===== src/hw/nvsg_pkg.sv =====
// Package for the nonvolatile SRAM mode-sequence host controller
package nvsg_pkg;
  // Bus geometry
  localparam int ADDR_W = 19;
  localparam int DATA_W = 16;
  localparam int MODE_ADDR_W = 16;
  // Unlock prefix addresses
  localparam logic [15:0] SEQ_A1 = 16'h4E38;
  localparam logic [15:0] SEQ_A2 = 16'hB1C7;
  localparam logic [15:0] SEQ_A3 = 16'h83E0;
  localparam logic [15:0] SEQ_A4 = 16'h7C1F;
  localparam logic [15:0] SEQ_A5 = 16'h703F;
  // Final command addresses
  localparam logic [15:0] CMD_STORE = 16'h8FC0;
  localparam logic [15:0] CMD_RECALL = 16'h4C63;
  localparam logic [15:0] CMD_AS_OFF = 16'h8B45;
  localparam logic [15:0] CMD_AS_ON = 16'h4B46;
  // Timing: 40 MHz clock
  localparam int CLK_MHZ = 40;
  localparam int T_STORE_MS = 15;
  localparam int T_RECALL_MS = 20;
  localparam int STORE_CYC = T_STORE_MS * 1000 * CLK_MHZ;
  localparam int RECALL_CYC = T_RECALL_MS * 1000 * CLK_MHZ;
  // Read cycle: strobe low time in clocks (25 ns each, 3 covers 45 ns parts)
  localparam int RD_CYC = 3;
  localparam int WR_CYC = 3;
  // Power-on value of the autosave flag
  localparam logic AUTOSAVE_RST = 1'b1;
  // Commands from the user side
  typedef enum logic [2:0] {
    NVSG_OP_READ, NVSG_OP_WRITE, NVSG_OP_STORE, NVSG_OP_RECALL, NVSG_OP_AS_OFF, NVSG_OP_AS_ON
  } nvsg_op_t;
  // User request bundle
  typedef struct packed {
    nvsg_op_t op;
    logic [ADDR_W-1:0] addr;
    logic [DATA_W-1:0] wdata;
    logic [1:0] be_n;
  } nvsg_req_t;
  // SRAM pin bundle driven by the host
  typedef struct packed {
    logic cs_n;
    logic we_n;
    logic oe_n;
    logic upper_byte_enable_n;
    logic lower_byte_enable_n;
    logic [ADDR_W-1:0] addr;
  } nvsg_pins_t;
endpackage


===== src/hw/nvsg_seq_rom.sv =====
// Address lookup for each step of a mode command sequence
`timescale 1ns/1ps
`default_nettype none
module nvsg_seq_rom (
  // Step select
  input wire logic [2:0] step_i,
  input wire nvsg_pkg::nvsg_op_t op_i,
  // Address for that step
  output logic [nvsg_pkg::MODE_ADDR_W-1:0] addr_o
);
  // -----------------------------------------------
  // Step decode
  // -----------------------------------------------
  // Steps 0..4 are the fixed prefix, step 5 the command
  always_comb begin
    case (step_i)
      3'h0: addr_o = nvsg_pkg::SEQ_A1;
      3'h1: addr_o = nvsg_pkg::SEQ_A2;
      3'h2: addr_o = nvsg_pkg::SEQ_A3;
      3'h3: addr_o = nvsg_pkg::SEQ_A4;
      3'h4: addr_o = nvsg_pkg::SEQ_A5;
      default: begin
        case (op_i)
          nvsg_pkg::NVSG_OP_STORE: addr_o = nvsg_pkg::CMD_STORE;
          nvsg_pkg::NVSG_OP_RECALL: addr_o = nvsg_pkg::CMD_RECALL;
          nvsg_pkg::NVSG_OP_AS_OFF: addr_o = nvsg_pkg::CMD_AS_OFF;
          default: addr_o = nvsg_pkg::CMD_AS_ON;
        endcase
      end
    endcase
  end
endmodule // nvsg_seq_rom
`default_nettype wire


===== src/hw/nvsg_host.sv =====
// Host controller driving a nonvolatile SRAM and issuing mode sequences
`timescale 1ns/1ps
`default_nettype none
// Function
// - Every command starts with five reads at 4E38, B1C7, 83E0, 7C1F, 703F in that order.
// - A sixth read at 8FC0 starts a store and the part leaves its data lines floating.
// - A sixth read at 4C63 starts a recall and the part leaves its data lines floating.
// - A sixth read at 8B45 switches the power-down autosave off.
// - A sixth read at 4B46 switches the power-down autosave back on.
// - The host holds the write strobe high over all six sequence reads.
// - The host issues the six addresses back to back in the listed order.
// - After changing the autosave setting a store must follow for it to persist.
module nvsg_host #(
  parameter int ADDR_W = nvsg_pkg::ADDR_W,
  parameter int STORE_CYC = nvsg_pkg::STORE_CYC,
  parameter int RECALL_CYC = nvsg_pkg::RECALL_CYC
) (
  // Clock and reset
  input wire logic clk_i,
  input wire logic rst_n_i,
  // User request and answer
  input wire logic req_valid_i,
  input wire nvsg_pkg::nvsg_req_t req_i,
  output logic req_ready_o,
  output logic rsp_valid_o,
  output logic [nvsg_pkg::DATA_W-1:0] rsp_rdata_o,
  // Supply status from the board
  input wire logic supply_low_i,
  // SRAM pins
  output nvsg_pkg::nvsg_pins_t pins_o,
  input wire logic [nvsg_pkg::DATA_W-1:0] dq_i,
  output logic [nvsg_pkg::DATA_W-1:0] dq_o,
  output logic dq_oe_o,
  input wire logic hw_store_busy_n_i,
  // Host view of the part's autosave setting
  output logic power_down_autosave_o,
  output logic autosave_unsaved_o
);
  // -----------------------------------------------
  // Elaboration checks
  // -----------------------------------------------
  if (ADDR_W < nvsg_pkg::MODE_ADDR_W || ADDR_W > nvsg_pkg::ADDR_W) begin : g_chk_addr
    $error("ADDR_W out of range");
  end
  if (STORE_CYC < 1 || RECALL_CYC < 1) begin : g_chk_cyc
    $error("busy counts must be positive");
  end

  typedef enum logic [2:0] {ST_IDLE, ST_SETUP, ST_STROBE, ST_GAP, ST_BUSY} nvsg_state_t;

  localparam int CNT_W = 32;
  // Step code that marks a plain access or autosave command as finished; the gap then returns to idle
  localparam logic [2:0] STEP_DONE = 3'h6;

  // Current access and its progress
  nvsg_state_t state_q;
  nvsg_pkg::nvsg_req_t cur_q;
  logic [2:0] step_q;
  logic [CNT_W-1:0] cnt_q;
  logic [15:0] seq_addr;
  logic is_seq;

  // Sequence address table
  nvsg_seq_rom u_rom (
    .step_i(step_q),
    .op_i(cur_q.op),
    .addr_o(seq_addr)
  );

  // Pick the strobe length for the current access
  function automatic logic [CNT_W-1:0] strobe_len(input nvsg_pkg::nvsg_op_t op);
    strobe_len = (op == nvsg_pkg::NVSG_OP_WRITE) ? CNT_W'(nvsg_pkg::WR_CYC) : CNT_W'(nvsg_pkg::RD_CYC);
  endfunction

  // Anything but a plain read or write is a six-read mode sequence
  assign is_seq = (cur_q.op != nvsg_pkg::NVSG_OP_READ) && (cur_q.op != nvsg_pkg::NVSG_OP_WRITE);

  // -----------------------------------------------
  // Access sequencer
  // -----------------------------------------------
  // One request at a time; a sequence runs all six reads without giving way, so nothing can interleave
  always_ff @(posedge clk_i or negedge rst_n_i) begin
    if (!rst_n_i) begin
      state_q <= ST_IDLE;
      cur_q <= '0;
      step_q <= 3'h0;
      cnt_q <= '0;
    end else begin
      case (state_q)
        ST_IDLE: begin
          // low supply: hold store and write requests back
          // A busy part refuses every access, so nothing is taken until its pin rises
          if (req_valid_i && !(supply_low_i && (req_i.op == nvsg_pkg::NVSG_OP_WRITE ||
              req_i.op == nvsg_pkg::NVSG_OP_STORE)) && hw_store_busy_n_i) begin
            cur_q <= req_i;
            step_q <= 3'h0;
            state_q <= ST_SETUP;
          end
        end
        ST_SETUP: begin
          // Load the strobe length at the same edge at which select and read strobe fall
          cnt_q <= strobe_len(cur_q.op);
          state_q <= ST_STROBE;
        end
        ST_STROBE: begin
          if (cnt_q > CNT_W'(1)) begin
            cnt_q <= cnt_q - CNT_W'(1);
          end else if (is_seq && step_q != 3'h5) begin
            // back to back: next step follows after the one-clock gap
            step_q <= step_q + 3'h1;
            state_q <= ST_GAP;
          end else if (cur_q.op == nvsg_pkg::NVSG_OP_STORE) begin
            cnt_q <= CNT_W'(STORE_CYC);
            state_q <= ST_BUSY;
          end else if (cur_q.op == nvsg_pkg::NVSG_OP_RECALL) begin
            cnt_q <= CNT_W'(RECALL_CYC);
            state_q <= ST_BUSY;
          end else begin
            // Plain access or autosave command done; without this marker the
            // sixth read of an autosave command would be repeated for ever
            step_q <= STEP_DONE;
            state_q <= ST_GAP;
          end
        end
        ST_GAP: begin
          // Strobes high one clock so the part sees a fresh falling edge
          // Unfinished sequences go on to their next read
          state_q <= (is_seq && step_q != STEP_DONE) ? ST_SETUP : ST_IDLE;
        end
        ST_BUSY: begin
          // The part may outlast the count; its busy pin has the last word
          if (cnt_q > CNT_W'(1)) begin
            cnt_q <= cnt_q - CNT_W'(1);
          end else if (hw_store_busy_n_i) begin
            state_q <= ST_IDLE;
          end
        end
        default: state_q <= ST_IDLE;
      endcase
    end
  end

  // -----------------------------------------------
  // Pin drive
  // -----------------------------------------------
  // All pins registered; select low from ST_SETUP on, write strobe only in ST_STROBE, read strobe stays low one clock longer than select
  always_ff @(posedge clk_i or negedge rst_n_i) begin
    if (!rst_n_i) begin
      pins_o <= '{cs_n: 1'b1, we_n: 1'b1, oe_n: 1'b1, upper_byte_enable_n: 1'b1,
                  lower_byte_enable_n: 1'b1, addr: '0};
      dq_o <= '0;
      dq_oe_o <= 1'b0;
    end else begin
      // Select rises at the last strobe clock, the edge at which read data is taken
      pins_o.cs_n <= !(state_q == ST_SETUP || state_q == ST_STROBE) || (state_q == ST_STROBE && cnt_q <= CNT_W'(1));
      // write strobe held high for sequence reads
      pins_o.we_n <= !(cur_q.op == nvsg_pkg::NVSG_OP_WRITE && state_q == ST_STROBE && cnt_q > CNT_W'(1));
      pins_o.oe_n <= !(state_q == ST_SETUP || state_q == ST_STROBE) || cur_q.op == nvsg_pkg::NVSG_OP_WRITE;
      pins_o.upper_byte_enable_n <= is_seq ? 1'b0 : cur_q.be_n[1];
      pins_o.lower_byte_enable_n <= is_seq ? 1'b0 : cur_q.be_n[0];
      // sequence address on the low 16 bits, upper bits zero
      pins_o.addr <= is_seq ? {{(nvsg_pkg::ADDR_W - 16){1'b0}}, seq_addr} : cur_q.addr;
      // Write data simply follows the request; dq_oe_o alone decides when it reaches the pins
      dq_o <= cur_q.wdata;
      dq_oe_o <= (cur_q.op == nvsg_pkg::NVSG_OP_WRITE) && (state_q == ST_SETUP || state_q == ST_STROBE);
    end
  end

  // -----------------------------------------------
  // Answer path
  // -----------------------------------------------
  // Read data captured at the last strobe clock; a command answers once it is finished
  always_ff @(posedge clk_i or negedge rst_n_i) begin
    if (!rst_n_i) begin
      rsp_valid_o <= 1'b0;
      rsp_rdata_o <= '0;
      req_ready_o <= 1'b0;
    end else begin
      // Only the finished gap or the end of the busy wait answer; the gaps
      // between sequence reads stay silent or the user would leave early
      rsp_valid_o <= (state_q == ST_GAP && step_q == STEP_DONE) ||
                     (state_q == ST_BUSY && cnt_q <= CNT_W'(1) && hw_store_busy_n_i);
      // Taken at the edge that raises select, while the part still drives
      if (state_q == ST_STROBE && cnt_q <= CNT_W'(1)) begin
        rsp_rdata_o <= dq_i;
      end
      // Informational only: low while a request is being taken or work is under way
      req_ready_o <= (state_q == ST_IDLE) && !(req_valid_i && hw_store_busy_n_i);
    end
  end

  // -----------------------------------------------
  // Autosave shadow
  // -----------------------------------------------
  always_ff @(posedge clk_i or negedge rst_n_i) begin
    if (!rst_n_i) begin
      power_down_autosave_o <= nvsg_pkg::AUTOSAVE_RST;
      autosave_unsaved_o <= 1'b0;
    end else if (state_q == ST_STROBE && cnt_q <= CNT_W'(1) && step_q == 3'h5) begin
      // Shadow follows the sixth read, the moment the part acts on the command
      if (cur_q.op == nvsg_pkg::NVSG_OP_AS_OFF || cur_q.op == nvsg_pkg::NVSG_OP_AS_ON) begin
        power_down_autosave_o <= (cur_q.op == nvsg_pkg::NVSG_OP_AS_ON);
        // flag that a store is still owed
        autosave_unsaved_o <= 1'b1;
      end else if (cur_q.op == nvsg_pkg::NVSG_OP_STORE) begin
        autosave_unsaved_o <= 1'b0;
      end
    end
  end
endmodule // nvsg_host
`default_nettype wire


===== config.mk =====
export PLATFORM = sky130hd
export DESIGN_NAME = nvsg_host
export DESIGN_NICKNAME = d
export VERILOG_FILES = /design/src/hw/nvsg_pkg.sv /design/src/hw/nvsg_seq_rom.sv /design/src/hw/nvsg_host.sv
export SDC_FILE = /design/constraint.sdc
export NUM_CORES = 1
export LEC_CHECK = 0
export BUFFER_PORTS_ARGS = -buffer_cell sky130_fd_sc_hd__buf_4
export CAP_MARGIN = 20
export CORE_MARGIN = 10
export CORE_UTILIZATION = 59
export CTS_BUF_LIST = sky130_fd_sc_hd__clkbuf_16
export CTS_CLUSTER_DIAMETER = 60
export DETAILED_ROUTE_END_ITERATION = 6
export GPL_TIMING_DRIVEN = 0
export PLACE_DENSITY = 0.84
export SKIP_LAST_GASP = 1
export SYNTH_ARGS = -nofsm -noshare
export SYNTH_HDL_FRONTEND = slang
export SYNTH_SLANG_ARGS = --single-unit

===== constraint.sdc =====
create_clock -name clk_i -period 4.3 [get_ports clk_i]
set_clock_uncertainty 0.2 [all_clocks]
set_input_delay 0.215 -clock clk_i [delete_from_list [all_inputs] [get_ports clk_i]]
set_output_delay 0.215 -clock clk_i [all_outputs]
set_load 0.02 [all_outputs]

### Yosys cells after proc, flatten, opt, wreduce, memory -nomap -nowiden

Index checks and enable logic that the tools add are counted.

| storage, ports and cells | value |
|---|---|
| register bits after elaboration | 139 |
| bits in latches | 0 |
| memory bits (writable) | 0 |
| memory bits (read-only) | 0 |
| input bits | 61 |
| memories kept | 0 |

| operators by class | value |
|---|---|
| add/subtract/negate cells | 2 |
| $mul | 0 |
| divide/modulo/power cells | 0 |
| magnitude comparators | 2 |
| equal/unequal tests | 29 |
| shift-type cells | 0 |
| multiplexer cells | 28 |
| bitwise gates (word level) | 0 |
| reductions and logical operators | 38 |

Operators with widths:

| cell | count |
|---|---|
| $mux W32 | 5 |
| $pmux W32 S3 | 1 |
| $pmux W16 S5 | 1 |
| $pmux W16 S3 | 1 |
| $mux W3 | 12 |
| $gt A32 B1 Y1 const B | 1 |
| $le A32 B1 Y1 const B | 1 |
| $sub A32 B1 Y32 const B | 1 |
| $eq A3 B2 Y1 const B | 7 |
| $mux W19 | 1 |
| $eq A3 B3 Y1 const B | 6 |
| $logic_and A1 B1 Y1 | 16 |
| $ne A3 B3 Y1 const B | 5 |
| $pmux W3 S5 | 1 |
| $eq A3 B1 Y1 const B | 4 |
| $ne A2 B2 Y1 const B | 5 |
| $reduce_and A4 Y1 | 2 |
| $logic_not A3 Y1 | 2 |
| $logic_or A1 B1 Y1 | 6 |
| $pmux W3 S2 | 1 |
| $reduce_and A2 Y1 | 3 |
| $reduce_bool A3 Y1 | 2 |
| $mux W1 | 5 |
| $reduce_and A5 Y1 | 1 |
| other kinds (5) | 9 |

### Logic depth before layout (Yosys ltp)

| depth | value |
|---|---|
| word-level depth | 8 |
| mapped depth | 10 |
| depth with buffers taken out | 8 |

### Cells and area by module

Synthesis repeated with hierarchy kept, for this count alone.

| unflattened totals | value |
|---|---|
| cells, all modules | 578 |
| area, all modules | 6303.5 µm² |

By module, submodules not included:

| module | times used | cells each | area each (µm²) | seq. area each (µm²) |
|---|---|---|---|---|
| nvsg_host | 1 | 543 | 6102.1 | 3485.8 |
| nvsg_seq_rom | 1 | 35 | 201.4 | 0.0 |

### Worst setup path after synthesis

OpenSTA, ideal clock, no wires.

| path | value |
|---|---|
| path kind | register to register |
| from | register cnt_q[26] |
| to | register cnt_q[10] |
| library setup time | 0.118 ns |
| arrival time | 2.457 ns |
| path slack | 1.525 ns |
| stages on the path, launching flop included | 8 |
| cell sequence | dfrtp_1 -> or4_1 -> or4_4 -> or3_1 -> buf_6 -> o21ai_4 -> o21ai_1 -> a21o_1 |

| on the way | value |
|---|---|
| cells in the longest elaborated chain, start to end | 3 |

Ends and longest elaborated chain:

| what | RTL line | source |
|---|---|---|
| from (decl) | nvsg_host.sv:59 | `logic [CNT_W-1:0] cnt_q;` |
| from (signal assigned) | nvsg_host.sv:102 | `cnt_q <= strobe_len(cur_q.op);` |
| from (signal assigned) | nvsg_host.sv:107 | `cnt_q <= cnt_q - CNT_W'(1);` |
| from (signal assigned) | nvsg_host.sv:113 | `cnt_q <= CNT_W'(STORE_CYC);` |
| $gt A32 B1 Y1 * | nvsg_host.sv:106, nvsg_host.sv:132 |  |
| $ne A4 B3 Y1 (no line) (tied with other cells) | - |  |
| $reduce_and A4 Y1 (no line) or $pmux W32 S3 (tied branches) | - |  |

Mark *: on every way between the ends. The rest lies on a longest branch, timed or not.
A chain may end at the register's enable or synchronous reset.

### Worst setup path after layout

| path | value |
|---|---|
| from | register state_q[2] |
| to | register cnt_q[12] |

| on the way | value |
|---|---|
| cells in the longest elaborated chain, start to end | 3 |

Ends and longest elaborated chain:

| what | RTL line | source |
|---|---|---|
| from (decl) | nvsg_host.sv:56 | `nvsg_state_t state_q;` |
| from (signal assigned) | nvsg_host.sv:128 | `state_q <= (is_seq && step_q != STEP_DONE) ? ST_SETUP : ST_IDLE;` |
| $eq A3 B2 Y1 (tied with other cells) | nvsg_host.sv:89 | `case (state_q)` |
| $ne A4 B3 Y1 (no line) (tied with other cells) | - |  |
| $reduce_and A4 Y1 (no line) | - |  |

Parallel ways exist; a longest one is shown, timed or not.

==> metrics.md <==
| Metric | Value |
|---|---|
| Class of the worst hold path | input port to async pin |
| CP cell instances | clkbuf_1 -> nor3b_1 -> a21oi_1 -> nor4_2 -> buf_4 -> nor2_1 -> buf_2 -> o21ai_0 -> o211ai_1 |
| Core box area | 0.01032 mm2 |
| Max Slew Vio Count | 0 |
| Max_cap viols | 0 |
| Post-route antenna net violation count | 0 |
| Area fraction of the dominant cell type after synthesis | 53.23% |
| Distinct cell type count after synthesis | 57 |
| Combinational power share | 47.2% |
| Most frequent cells in the layout | dfrtp_1, buf_4, nand2_1 |
| Worst slew margin | 32.52% |
| Iter 0 DRT Violations | 466 |
| Avg Synthesized Cell Area | 10.49 um2 |
| Net switching power | 3024 uW |
| Final setup fails | 0 |
| Fmax | 0.3143 GHz |
| Number of flops mapped to enable cells by yosys | 0 |
| R2R setup slack | 1.12 ns |
| Crit path launch type | register |
| Starting density of the core | 60.56% |
| Row Count | 37 |
| CTS root buffer | clkbuf_16 |
| Clock sinks | 139 |
| Reg2Reg Depth | 9 |
| Slowest stage delay, CP | 0.86 ns |
| Required time worst endpoint | 4.37 ns |
| Most common cell after layout, fill and taps aside | dfrtp_1 |
| GRT Overall Usage | 26.16% |
| Setup Crit Path Kind | register to register |
| Flop pwr share | 32.4% |
| Die area | 0.01511 mm2 |
| Maximum resistive drop on vdd | 0.0005486 V |
| Per-cell routed wire length | 20.35 um |
| Syn-to-layout area delta | 36.88% |
| Leak Pwr | 0.003954 uW |
| H-tree Lvls | 4 |
| Top cell type by total area after synthesis | dfrtp_1 |
| Worst-path clk slew | 0.07 ns |
| RSZ-0062 raised after global routing | no |
| Clock network power share | 20.5% |
| Post-route minimum period | 3.182 ns |
| I/O pin total | 122 |
| Final Routed Wirelength | 19270 um |
| CTS Buffer Depth | 2 |
| Final #Nets | 866 |
| Syn_nets | 664 |
| Tcrit/Tclk final | 74.00% |
| CTS buffer count | 17 |
| Nature of the critical path endpoint | register |
| CP arrival | 3.25 ns |
| Cell total after placement | 854 |
| Largest net degree at the start of global routing | 90 |
| Peak fanout along the critical path | 10 |
| Post-CTS Setup Inserts | 0 |
| Endpoints failing hold | 0 |
| Vias in the first global route | 5887 |
| Routed vias | 5563 |
| Port buffer count | 121 |
| Routability cong. | 0.9289 |
| Syn Inst Count | 596 |
| Pwr Density | 835.7 mW/mm2 |
| Worst r2r dst | cnt_q[12]$_DFFE_PN0P_ |
| First-pass GRT wire length | 30520 um |
| Layout Cells excl Fill | 947 |
| CP top delay family | simple AND/OR/NAND/NOR gates |
| Chip Height | 122.9 um |
| First drt pass iteration count | 5 |
| DP HPWL | 11660 um |
| Worst Tran Pin Value | 1.010 ns |
| Register bit total from synthesis | 139 |
| CTS tree | built |
| Initial antenna violation count | 1 |
| Top post-synthesis cells by area | dfrtp_1, mux2_2, nand2_1 |
| DRC viols | 0 |
| Buffers & Inverters on Critical Path | 3 |
| Grt total ovfl | 0 |
| Reg2reg start | state_q[2]$_DFFE_PN0P_ |
| Synth async-reset ratio | 100.0% |
| Share of layout cells above drive strength 1 | 26.91% |
| Synth Cell Area | 0.006252 mm2 |
| Worst-Skew Late Latency | 0.42 ns |
| Slowest-stage cell, CP | nor3b_1 |
| Ys flop type | dfrtp_1 |
| Setup TNS | 0 ns |
| DIE WIDTH | 122.9 um |
| Internal power | 4129 uW |
| Sw Ratio | 42.27% |
| Status | finished, final reports clean |
| Vias per cell | 5.874 |
| Post-synthesis sequential area ratio | 55.75% |
| Warning count from the yosys run | 0 |
==> metrics by stage <==
stage / hold WS (ns) / area (um2) / setup WS, ns / total power (uW) / utilization (%)
after global routing: 0.1427 / 8558 / 0.9389 / 7541 / 82.90
after detailed placement: -0.01680 / 7368 / 0.9749 / 5469 / 71.37
after floorplan: -0.2806 / 6252 / 1.525 / 4369 / -
after global placement: 0.1536 / 7331 / 1.155 / 5323 / 71.01
final: 0.09988 / 8558 / 1.118 / 7152 / 82.90
after CTS: 0.1144 / 8551 / 0.9170 / 7003 / 82.83
==> Yosys cell counts, types with 2 or more instances <==
library cell / count
a211oi_1: 2
a21boi_0: 2
a21o_1: 6
a21oi_1: 20
a22o_1: 4
a31oi_1: 9
and2_1: 8
and3_1: 4
buf_2: 7
clkbuf_1: 20
dfrtp_1: 133
dfstp_2: 6
ha_1: 7
inv_1: 8
mux2_2: 40
nand2_1: 85
nand2b_1: 5
nand3_1: 9
nand4_1: 5
nor2_1: 68
nor2b_1: 2
nor3_1: 17
nor3b_1: 5
nor4_1: 14
nor4_2: 3
nor4b_1: 4
o211a_1: 2
o211ai_1: 5
o21a_1: 2
o21ai_0: 26
o21ai_1: 3
o21ai_4: 2
o2bb2ai_1: 4
o31ai_1: 2
o41ai_1: 3
or2_2: 2
or3_1: 8
or4_1: 5
xnor2_1: 21
==> cell families after synthesis <==
| family | synth area share [%] |
|---|---|
| xor gates and xnor gates | 2.942 |
| AOI/OAI and AO/OA | 10.59 |
| and+or+nand+nor | 19.35 |
| adders and majority gates | 1.401 |
| buffers and inverters | 2.601 |
| muxes | 7.364 |
| DFF | 55.75 |
==> routing by layer <==
metal / vias to the layer above / wire length [um] / track usage (%)
met5: - / 0 / 0
li1: 2498 / - / -
met1: 2705 / 6895 / 28.14
met4: 0 / 1006 / 17.45
met3: 77 / 1464 / 7.384
met2: 283 / 9906 / 44.28
==> how the worst max path moves through the flow <==
stage	to	start	slack [ns]	cells after the start
floorplan	cnt_q[10]$_DFFE_PN0P_	cnt_q[26]$_DFFE_PN0P_	1.52	7
global route	cnt_q[24]$_DFFE_PN0P_	state_q[1]$_DFFE_PN0P_	0.94	8
finish	cnt_q[12]$_DFFE_PN0P_	state_q[2]$_DFFE_PN0P_	1.12	9
detailed placement	cnt_q[12]$_DFFE_PN0P_	state_q[2]$_DFFE_PN0P_	0.97	9
global placement	cur_q[31]$_DFFE_PN0P_	state_q[1]$_DFFE_PN0P_	1.15	4
CTS	cnt_q[12]$_DFFE_PN0P_	state_q[2]$_DFFE_PN0P_	0.92	9
==> area by class of cell <==
cell class	count	area, um2
fill	566	1765
clock buffer	17	425.4
timing repair buffer	183	1545
clock inverter	14	156.4
tap	136	170.2
inverter	9	33.78
antenna	1	2.502
multi-input combinational	419	2610
sequential	139	3486
buffer	29	128.9
==> flip-flops by register name, indices dropped and copies added (netlist names) <==
signal / count
dq_o: 16
cnt_q: 32
dq_oe_o: 1
rsp_rdata_o: 16
state_q: 3
autosave_unsaved_o: 1
step_q: 3
power_down_autosave_o: 1
rsp_valid_o: 1
cur_q: 40
pins_o: 24
req_ready_o: 1
==> power by group through the flow <==
stage	Sequential (uW)	Clock [uW]	Combinational (uW)
final	2310	1460	3380
after global routing	2370	1530	3640
after CTS	2270	1450	3280
after detailed placement	2270	0	3200
after global placement	2230	0	3090
after floorplan	2520	0	1850
==> what timing repair did <==
item                                   in CTS  in global routing
endpoints found under the hold margin     109                  0
gates resized for setup                     0                  0
hold buffers                               60                  0
Note: power is estimated with default switching activity, not from simulation.
